**config.mk**
```make
export PLATFORM = sky130hd
export DESIGN_NAME = ffss_top
export DESIGN_NICKNAME = d
export VERILOG_FILES = /design/src/pkg/ffss_pkg.sv /design/src/pkg/ffss_tbl_if.sv /design/src/verilog/ffss_list_mem.sv /design/src/verilog/ffss_top.sv
export VERILOG_INCLUDE_DIRS = /design/src /design/src/pkg
export SDC_FILE = /design/constraint.sdc
export NUM_CORES = 1
export LEC_CHECK = 0
export ABC_AREA = 1
export BUFFER_PORTS_ARGS = -buffer_cell sky130_fd_sc_hd__buf_2
export CORE_ASPECT_RATIO = 0.6
export CORE_UTILIZATION = 55
export DETAILED_ROUTE_END_ITERATION = 12
export PLACE_DENSITY = 0.7
export SLEW_MARGIN = 20
export SYNTH_ARGS = -nofsm -noshare
export SYNTH_HDL_FRONTEND = slang
export SYNTH_SLANG_ARGS = --single-unit
```
**constraint.sdc**
```tcl
create_clock -name CLK -period 30.1 [get_ports CLK]
set_input_delay 6.02 -clock CLK [delete_from_list [all_inputs] [get_ports CLK]]
set_output_delay 6.02 -clock CLK [all_outputs]
set_load 0.03 [all_outputs]
```
**src/pkg/ffss_regs.svh**
```systemverilog
// Purpose: Register offsets, fields, reset values and counts of the correction set selector
// Assumes: Avalon-MM byte addresses, one 32-bit word per register
// Notes:   Definitions only
`ifndef FFSS_REGS_SVH
`define FFSS_REGS_SVH

// ----------------------------------------
// Sizes
// ----------------------------------------
`define FFSS_ADDR_W 6
`define FFSS_NUM_SETS 16
`define FFSS_ENTRY_W 8
`define FFSS_SET_W 4

// ----------------------------------------
// Offsets
// ----------------------------------------
`define FFSS_OFS_MODE 6'h00
`define FFSS_OFS_ACQ 6'h04
`define FFSS_OFS_MANUAL 6'h08
`define FFSS_OFS_SET_SEL 6'h0C
`define FFSS_OFS_PAIR 6'h10
`define FFSS_OFS_RECONNECT 6'h14
`define FFSS_OFS_LIST_WR 6'h18
`define FFSS_OFS_STATUS 6'h1C

// ----------------------------------------
// Fields and reset values
// ----------------------------------------
`define FFSS_LIST_BASE_LSB 8
`define FFSS_LIST_LEN_LSB 16
`define FFSS_STAT_SET_LSB 8
`define FFSS_STAT_PEND_BIT 12
`define FFSS_STAT_POS_LSB 16
`define FFSS_RST_MODE 1'b0
`define FFSS_RST_MANUAL 8'h00

`endif

```
**src/pkg/ffss_pkg.sv**
```systemverilog
// Purpose: Types shared by the correction set selector and its list memory
// Assumes: Sizes from ffss_regs.svh
// Notes:   No constants beyond widths
`include "ffss_regs.svh"

package ffss_pkg;
	typedef logic [`FFSS_ENTRY_W-1:0] ffss_entry_t;
	typedef logic [`FFSS_SET_W-1:0] ffss_set_t;
	typedef enum logic {FFSS_MODE_OFF, FFSS_MODE_AUTO} ffss_mode_e;
	// One list: first entry and number of entries
	typedef struct packed {
		ffss_entry_t len;
		ffss_entry_t base;
	} ffss_list_s;
endpackage : ffss_pkg

```
**src/pkg/ffss_tbl_if.sv**
```systemverilog
// Purpose: Carrier between the selector and its list memory
// Assumes: Single clock, registered read data
// Notes:   Read data follow the read address by one edge
`timescale 1ns/100ps

interface ffss_tbl_if;
	logic wr_en;
	ffss_pkg::ffss_set_t wr_addr;
	ffss_pkg::ffss_list_s wr_data;
	ffss_pkg::ffss_set_t rd_addr;
	ffss_pkg::ffss_list_s rd_data;
	modport ctrl (output wr_en, output wr_addr, output wr_data, output rd_addr, input rd_data);
	modport mem (input wr_en, input wr_addr, input wr_data, input rd_addr, output rd_data);
endinterface : ffss_tbl_if

```
**src/verilog/ffss_list_mem.sv**
```systemverilog
// Purpose: Holds one list descriptor per correction set
// Assumes: Synchronous reset clears all lists
// Notes:   Read data come from a register
`timescale 1ns/100ps
`include "ffss_regs.svh"

module ffss_list_mem #(
	parameter int SETS = `FFSS_NUM_SETS
) (
	// Clock and reset
	input wire logic CLK,
	input wire logic SRST,
	// Table access
	ffss_tbl_if.mem tbl
);
	ffss_pkg::ffss_list_s mem [SETS];

	// Storage, cleared so no unknown list is ever applied
	always_ff @(posedge CLK) begin
		if (SRST) begin
			for (int i = 0; i < SETS; i++) begin
				mem[i] <= '0;
			end
		end else if (tbl.wr_en) begin
			mem[tbl.wr_addr] <= tbl.wr_data;
		end
	end

	// Registered read port
	always_ff @(posedge CLK) begin
		if (SRST) begin
			tbl.rd_data <= '0;
		end else begin
			tbl.rd_data <= mem[tbl.rd_addr];
		end
	end
endmodule : ffss_list_mem

```
**src/verilog/ffss_top.sv**
```systemverilog
// Purpose: Chooses the correction entry applied to each acquired frame
// Assumes: FRAME_START is a one-cycle pulse synchronous to CLK
// Notes:   Set list edits take effect at the next set selection
`timescale 1ns/100ps
`include "ffss_regs.svh"

module ffss_top (
	// Clock and reset
	input wire logic CLK,
	input wire logic SRST,
	// Avalon-MM slave
	input wire logic [`FFSS_ADDR_W-1:0] AVS_ADDRESS,
	input wire logic AVS_READ,
	input wire logic AVS_WRITE,
	input wire logic [31:0] AVS_WRITEDATA,
	input wire logic [3:0] AVS_BYTEENABLE,
	output logic [31:0] AVS_READDATA,
	output logic AVS_WAITREQUEST,
	// Acquisition side
	input wire logic FRAME_START,
	input wire logic FIRST_BUF_EMPTY,
	input wire logic COEF_UPLOAD_REQ,
	input wire logic [`FFSS_ENTRY_W-1:0] COEF_UPLOAD_ENTRY,
	// Correction path
	output logic [`FFSS_ENTRY_W-1:0] ENTRY_INDEX,
	output logic ENTRY_VALID,
	output logic UPLOAD_GRANT
);
	// ----------------------------------------
	// Declarations
	// ----------------------------------------
	ffss_tbl_if tbl ();
	logic ack;
	logic acq_on;
	ffss_pkg::ffss_mode_e mode;
	ffss_pkg::ffss_entry_t manual_idx;
	ffss_pkg::ffss_entry_t pos;
	ffss_pkg::ffss_list_s cur_list;
	ffss_pkg::ffss_list_s pend_list;
	ffss_pkg::ffss_set_t cur_set;
	ffss_pkg::ffss_set_t pend_set;
	logic pend;
	logic auto_on;
	logic wr_acc;
	logic set_commit;
	logic recon_commit;
	logic pair_commit;
	logic frame_adv;
	logic last_pos;
	ffss_pkg::ffss_entry_t eff_len;
	ffss_pkg::ffss_entry_t pair_mod;
	ffss_pkg::ffss_set_t sel_set;
	ffss_pkg::ffss_entry_t next_entry;
	logic [31:0] next_rdata;

	ffss_list_mem #(.SETS(`FFSS_NUM_SETS)) u_mem (
		.CLK(CLK),
		.SRST(SRST),
		.tbl(tbl.mem)
	);

	// ----------------------------------------
	// Bus slave
	// ----------------------------------------
	// Every access waits one cycle, time for the list read to land
	assign AVS_WAITREQUEST = (AVS_READ | AVS_WRITE) & ~ack;
	assign wr_acc = AVS_WRITE & ack & AVS_BYTEENABLE[0];
	assign sel_set = AVS_WRITEDATA[`FFSS_SET_W-1:0];
	assign set_commit = wr_acc && AVS_ADDRESS == `FFSS_OFS_SET_SEL;
	assign recon_commit = wr_acc && AVS_ADDRESS == `FFSS_OFS_RECONNECT && AVS_WRITEDATA[0];
	assign pair_commit = wr_acc && AVS_ADDRESS == `FFSS_OFS_PAIR && !acq_on;

	always_ff @(posedge CLK) begin
		if (SRST) begin
			ack <= 1'b0;
		end else begin
			ack <= (AVS_READ | AVS_WRITE) & ~ack;
		end
	end

	// Read mux, unmapped offsets read zero
	always_comb begin
		next_rdata = 32'h0000_0000;
		unique case (AVS_ADDRESS)
			`FFSS_OFS_MODE: next_rdata[0] = auto_on;
			`FFSS_OFS_ACQ: next_rdata[0] = acq_on;
			`FFSS_OFS_MANUAL: next_rdata[`FFSS_ENTRY_W-1:0] = manual_idx;
			`FFSS_OFS_SET_SEL: next_rdata[`FFSS_SET_W-1:0] = pend ? pend_set : cur_set;
			`FFSS_OFS_STATUS: begin
				next_rdata[`FFSS_ENTRY_W-1:0] = ENTRY_INDEX;
				next_rdata[`FFSS_STAT_SET_LSB +: `FFSS_SET_W] = cur_set;
				next_rdata[`FFSS_STAT_PEND_BIT] = pend;
				next_rdata[`FFSS_STAT_POS_LSB +: `FFSS_ENTRY_W] = pos;
			end
			default: next_rdata = 32'h0000_0000;
		endcase
	end

	// Read data settle in the wait cycle and stand at the accept edge
	always_ff @(posedge CLK) begin
		if (SRST) begin
			AVS_READDATA <= 32'h0000_0000;
		end else if (AVS_READ && !ack) begin
			AVS_READDATA <= next_rdata;
		end
	end

	// ----------------------------------------
	// Software settings
	// ----------------------------------------
	assign auto_on = mode == ffss_pkg::FFSS_MODE_AUTO;

	// Mode writes during capture are dropped, sequencer never sees a live swap
	always_ff @(posedge CLK) begin
		if (SRST) begin
			mode <= ffss_pkg::ffss_mode_e'(`FFSS_RST_MODE);
		end else if (wr_acc && AVS_ADDRESS == `FFSS_OFS_MODE && !acq_on) begin
			mode <= ffss_pkg::ffss_mode_e'(AVS_WRITEDATA[0]);
		end
	end

	// Acquisition run flag and manual choice
	always_ff @(posedge CLK) begin
		if (SRST) begin
			acq_on <= 1'b0;
			manual_idx <= `FFSS_RST_MANUAL;
		end else begin
			if (wr_acc && AVS_ADDRESS == `FFSS_OFS_ACQ) begin
				acq_on <= AVS_WRITEDATA[0];
			end
			if (wr_acc && AVS_ADDRESS == `FFSS_OFS_MANUAL) begin
				manual_idx <= AVS_WRITEDATA[`FFSS_ENTRY_W-1:0];
			end
		end
	end

	// List table: write port from bus, read port looks up the set being selected
	assign tbl.wr_en = AVS_WRITE && ack && AVS_ADDRESS == `FFSS_OFS_LIST_WR && (&AVS_BYTEENABLE[2:0]);
	assign tbl.wr_addr = sel_set;
	assign tbl.wr_data = '{len: AVS_WRITEDATA[`FFSS_LIST_LEN_LSB +: `FFSS_ENTRY_W],
		base: AVS_WRITEDATA[`FFSS_LIST_BASE_LSB +: `FFSS_ENTRY_W]};
	assign tbl.rd_addr = sel_set;

	// ----------------------------------------
	// Sequencer
	// ----------------------------------------
	// Empty list treated as one entry so the modulo never divides by zero
	assign eff_len = (cur_list.len == '0) ? ffss_pkg::ffss_entry_t'(1) : cur_list.len;
	assign last_pos = (pos + ffss_pkg::ffss_entry_t'(1)) >= eff_len;
	assign pair_mod = AVS_WRITEDATA[`FFSS_ENTRY_W-1:0] % eff_len;
	assign frame_adv = FRAME_START && acq_on && auto_on;

	// Position and set state; later commands override the frame step
	always_ff @(posedge CLK) begin
		if (SRST) begin
			pos <= '0;
			cur_list <= '0;
			pend_list <= '0;
			cur_set <= '0;
			pend_set <= '0;
			pend <= 1'b0;
		end else begin
			if (frame_adv) begin
				if (last_pos) begin
					pos <= '0;
					if (pend) begin
						cur_list <= pend_list;
						cur_set <= pend_set;
						pend <= 1'b0;
					end
				end else begin
					pos <= pos + ffss_pkg::ffss_entry_t'(1);
				end
			end
			if (set_commit) begin
				if (acq_on && auto_on) begin
					pend <= 1'b1;
					pend_list <= tbl.rd_data;
					pend_set <= sel_set;
				end else begin
					cur_list <= tbl.rd_data;
					cur_set <= sel_set;
					pend <= 1'b0;
					pos <= '0;
				end
			end
			if (recon_commit && auto_on && FIRST_BUF_EMPTY) begin
				pos <= '0;
			end
			if (pair_commit) begin
				pos <= pair_mod;
			end
		end
	end

	// Manual mode uses the chosen index whatever set it sits in
	assign next_entry = auto_on ? cur_list.base + pos : manual_idx;

	// Entry captured once per frame and frozen for all its lines
	always_ff @(posedge CLK) begin
		if (SRST) begin
			ENTRY_INDEX <= '0;
			ENTRY_VALID <= 1'b0;
		end else if (!acq_on) begin
			ENTRY_VALID <= 1'b0;
		end else if (FRAME_START) begin
			ENTRY_INDEX <= next_entry;
			ENTRY_VALID <= 1'b1;
		end
	end

	// Upload granted unless it hits the entry in use; active-set safety is software's
	always_ff @(posedge CLK) begin
		if (SRST) begin
			UPLOAD_GRANT <= 1'b0;
		end else begin
			UPLOAD_GRANT <= COEF_UPLOAD_REQ && (!acq_on || COEF_UPLOAD_ENTRY != ENTRY_INDEX);
		end
	end
endmodule : ffss_top

```
* After elaboration in Yosys (flattened, before gate mapping)
Memories as Yosys holds them, arrays and structs flattened. A register that Yosys moved wholly into a read port is not among the register bits.
Cells that the tools add are included.
Widths: inputs -> output; s select.
** Storage, ports and cells
- Flip-flop bits (word level) :: 91
- Latch bits :: 0
- Bits in writable memories :: 256
- ROM bits :: 0
- Output and inout bits :: 43
- Logic and storage cells :: 102
- Memories :: 1
** Memories
- u_mem.mem :: words 16, bits a word 16, rd ports 1, clocked after Yosys merged registers in 1, write ports 16, RTL line ffss_list_mem.sv:16 : ffss_pkg::ffss_list_s mem [SETS];
** Cells by class
- Add/sub/neg operators :: 2
- Multipliers :: 0
- Divide/modulo/power cells :: 1
- Magnitude comparators :: 1
- Equality and inequality tests :: 8
- Shift operators :: 0
- Mux-type cells :: 35
- Bitwise gates (word level) :: 6
- Reductions and logical operators :: 32
** Operator list (number)
- $mux 16 :: 6
- $mux 8 :: 9
- $eq 6x5->1 const B :: 4
- $mux 4 :: 6
- $logic_and 1x1->1 :: 19
- $reduce_or 16->1 :: 1
- $eq 6x4->1 const B :: 2
- $mux 1 :: 10
- $pmux 3 s3 :: 1
- $add 8x1->8 const B :: 1
- $add 8x8->8 :: 1
- $ge 8x8->1 :: 1
- $logic_not 8->1 :: 1
- $mod 8x8->8 :: 1
- $ne 8x8->1 :: 1
- $pmux 4 s2 :: 1
- $eq 6x3->1 const B :: 1
- $logic_not 6->1 :: 1
- $reduce_and 2->1 :: 3
- $mux 5 :: 1
- $pmux 1 s5 :: 1
- $reduce_bool 2->1 :: 2
- $and 1x1->1 :: 3
- $reduce_and 3->1 :: 1
- 5 further kinds :: 7

* Longest topological paths before layout
- Word-level depth :: 9
- Mapped depth :: 73

* Cells and area by module
A second synthesis with hierarchy kept.
** Unflattened totals
- Cell total of the unflattened synthesis :: 2353
- Area total of the unflattened synthesis :: 19294.8 um^2
** Modules (own cells, without submodules)
- ffss_list_mem :: instances 1, cells an instance 1369, area an instance 12559.5 um^2, seq. area each 8007.7 um^2
- ffss_top :: instances 1, cells an instance 984, area an instance 6735.2 um^2, seq. area each 1821.7 um^2

* Worst setup path after synthesis
OpenSTA, ideal clock, no wires.
- Path kind :: in2reg
- Start point :: in AVS_WRITEDATA[7]
- End point :: reg pos[6]
- Data arrival time :: 13.826 ns
- Setup slack :: 16.142 ns
- Stages on the path :: 63
- Cell sequence :: ha_1 -> nor2_1 -> nor2_1 -> nand2_1 -> nand2_1 -> nand2_1 -> ha_1 -> inv_1 -> o21bai_1 -> nand2_1 -> nand2_1 -> nand2_1 -> ha_1 -> a21oi_1 -> nand2_1 -> or2_2 -> nand2_1 -> inv_1 -> [... 27 more ...] -> ha_1 -> inv_1 -> nor4_1 -> nand4_1 -> nand3_1 -> inv_2 -> nand2_1 -> o21ai_1 -> fa_1 -> a21oi_1 -> o21bai_1 -> a21oi_1 -> nor2_1 -> nor2_1 -> xor2_1 -> a21oi_1 -> nand2_1 -> a21oi_1
** Between the ends
- Longest elaborated chain between the ends :: 2
** RTL lines
- from (decl) :: RTL line ffss_top.sv:15 : input wire logic [31:0] AVS_WRITEDATA,
- $mod 8x8->8 :: RTL line ffss_top.sv:150 : assign pair_mod = AVS_WRITEDATA[`FFSS_ENTRY_W-1:0] % eff_len;
- $mux 8 :: RTL line ffss_top.sv:190 : if (pair_commit) begin
- to (signal assigned) :: RTL line ffss_top.sv:172 : pos <= pos + ffss_pkg::ffss_entry_t'(1);
- to (signal assigned) :: RTL line ffss_top.sv:191 : pos <= pair_mod;
- to (decl) :: RTL line ffss_top.sv:37 : ffss_pkg::ffss_entry_t pos;
No other way between the ends.
A chain may end at the register's enable or synchronous reset.

* Worst setup path in the final report
- Start point :: in AVS_WRITEDATA[7]
- End point :: reg pos[1]
Same word-level chain as after synthesis.

==> results by group <==
Pwr
  • Net switching power: 1.00 mW
  • Maximum vdd drop: 0.185 mV
  • Comb power frac: 55.7%
  • Internal power: 1.22 mW
  • Power Density: 113 nW/um2
  • Total power: 2.23 mW
  • Sw frac: 45.1%
  • Pleak: 8.16 nW
  • Part of the power in the clock network: 19.5%
  • Sequential power share: 24.9%

Synth
  • Synth area leaders: edfxtp_1 (43%), dfxtp_1 (12%), nand2_1 (7.0%), nor2_1 (6.4%), nand3_1 (4.9%)
  • Yosys cell types: 52
  • Leading post-synthesis cells by instance count: nand2_1 (335), nor2_1 (308), edfxtp_1 (256)
  • Synth Area in Compound Gates: 11.9%
  • Simple-Gate Fraction of Synth Area: 21.8%
  • Portion of netlist area occupied by mux cells: 0%
  • Main combinational cell family by area after synthesis: simple AND/OR/NAND/NOR gates
  • Adder-cell share of the synthesized area: 3.90%
  • EDFF count, synth: 256
  • Ys async rst share: 0%
  • Post-synthesis xor/xnor area fraction: 0.972%
  • Yosys reg bits: 363
  • Share of the synthesized area in the top cell type: 42.6%
  • Top FF cell, synth: edfxtp_1
  • Post-synth top area cell: edfxtp_1
  • Post-Syn Area: 18000 um2
  • Most common cell in the netlist: nand2_1
  • Cell count after synthesis: 1980
  • YS warnings: 0
  • Sequential share of the synthesized area: 54.5%
  • Synth Area per Inst: 9.10 um2

STA
  • Worst slew margin: 31.5%
  • Final cycle utilization of the critical path: 51.2%
  • Worst Tran Pin Value: 1030 ps
  • Setup_tns: 0 ps
  • Worst setup margin: 14680 ps
  • Fmax: 64.9 MHz
  • Min Hold Slack: 450 ps
  • Slew Viols, Final: 0
  • Clock Skews: 27.3 ps
  • Hold Fails Final Rpt: 0
  • Setup violations, final: 0
  • RSZ-0062 raised after global routing: false
  • Final min period: 15420 ps

Routing
  • Vias after detailed routing: 14600
  • Routed WL per cell: 21.0 um
  • # DRC: 0
  • Initial DRC count: 1879
  • Antenna Violating Nets Remaining: 0
  • Drt via density: 5.99
  • Drt total wl: 51100 um
  • Drt pass-1 iters: 5

Clock network
  • # H-tree levels: 2
  • Clock latency on the worst-skew pair: 540 ps
  • Total CTS buffers: 35
  • Post-CTS Hold Fix Bufs: 0
  • Clock transition at path regs: 60 ps
  • PostCTS Resize Cnt: 0
  • Root buf cell: clkbuf_16
  • Setup Buffers After CTS: 0
  • Clk sinks: 363
  • CTS tree: built
  • Clk buf depth: 3

Final layout
  • Nets@finish: 2110
  • Share of post-route cells with drive strength above 1: 10.6%
  • Area Overhead vs Synth: 8.77%
  • Antenna diodes: 0

GRT
  • Total GRT Usage: 30.4%
  • First-pass GRT wire length: 76800 um
  • Initial antenna violation count: 0
  • Number of global-route vias before repair: 13100
  • Largest net degree at the start of global routing: 82
  • Grt ovf: 0

Floorplan
  • Die H: 142 um
  • Starting density of the core: 56.8%
  • Die Area: 33500 um2
  • I/O Pins: 100
  • Die extent in x: 236 um
  • Row count: 50
  • Core region area: 31700 um2

Place
  • # port buffers: 79
  • Final GP Congestion: 0.950
  • Place WS: 14350 ps
  • Detailed placer's ending HPWL: 34100 um

Setup path
  • Crit path required time: 30480 ps
  • CP Class: in -> reg
  • CP arrival: 15790 ps
  • Startpoint Class: input pin
  • Peak per-stage delay on the critical path: 350 ps
  • Critical Path Fanout Max: 11
  • Crit. End Element: register
  • Critical-path top delay cell: nor4_1
  • CP most frequent cell: nand2_1

Min path
  • Hold Path Class: reg -> reg

Job
  • Max_cap viols: 0

Outcome
  • Status: completed
## stage by stage
stage | instances | utilization (%) | cell area, um2
6_report | 2437 | 61.8 | 19600
2_1_floorplan | 1990 | - | 18100
3_3_place_gp | 2377 | 58.4 | 18500
5_1_grt | 2437 | 61.8 | 19600
4_1_cts | 2437 | 61.8 | 19600
3_5_place_dp | 2377 | 58.4 | 18500
## power by group through the flow
stage	registers, mW	logic, mW	clock network (mW)
after CTS	0.553	1.21	0.435
after detailed placement	0.564	1.20	0
final	0.553	1.24	0.433
after global routing	0.554	1.37	0.455
after global placement	0.563	1.19	0
after floorplan	0.566	0.964	0
## state kept, by name, indices dropped and copies added (netlist names), 8 cells and up
signal / flops
pos: 8
ENTRY_INDEX: 8
pend_list: 16
manual_idx: 8
u_mem.mem: 256
AVS_READDATA: 21
u_mem.tbl.rd_data: 16
cur_list: 16
## metal layers
layer	share of wire [%]	track usage, %	vias to the layer above
li1	-	-	6798
met1	45	47.3	6998
met2	41	41.6	735
met3	13	8.46	62
met4	1.5	6.47	0
met5	0	0	-
## critical path, delay by kind of cell
| family | cells | cell delay [ps] |
|---|---|---|
| xor gates and xnor gates | 1 | 180 |
| buffers and inverters | 12 | 1240 |
| and+or+nand+nor | 34 | 4280 |
| adders and majority gates | 8 | 2520 |
| AOI/OAI and AO/OA | 9 | 1530 |
## cell type report
type	count	area (um2)
Sequential cell	363	9830
Clock buffer	42	932
Timing Repair Buffer	93	500
Multi-Input combinational cell	1333	7010
Tap cell	416	520
Fill cell	2729	12100
Inverter	172	647
Clock inverter	18	164
## final timing paths
kind,from,to,slack (ps),cells past startpoint
setup / recovery,AVS_WRITEDATA[7],pos[1],14680,64
hold / removal,pend_list[15],pend_list[15],450,2
setup reg to reg,cur_list[12],pos[1],19210,67
hold reg to reg,pend_list[15],pend_list[15],450,2
## kinds of logic (layout without fill, tap and decap cells)
logic type | count (synthesis) | count (layout)
other cells | 1 | 11
fa+ha+maj | 55 | 55
compound gates | 350 | 350
buf+inv | 294 | 325
flops | 363 | 363
simple gates | 897 | 897
xor+xnor | 20 | 20
## cells in the final DEF (no fill, tap or decap), drive strengths merged, types with 13 or more instances in the layout
| master | instances |
|---|---|
| nor2 | 322 |
| buf | 93 |
| inv | 174 |
| o211ai | 25 |
| a41oi | 16 |
| xor2 | 16 |
| clkinv | 13 |
| a22oi | 65 |
| edfxtp | 256 |
| nand2 | 351 |
| nand3 | 182 |
| o21ai | 101 |
| a21oi | 107 |
| dfxtp | 107 |
| nor3 | 16 |
| ha | 53 |
| clkbuf | 42 |
Power figures use the tool's default switching activity.
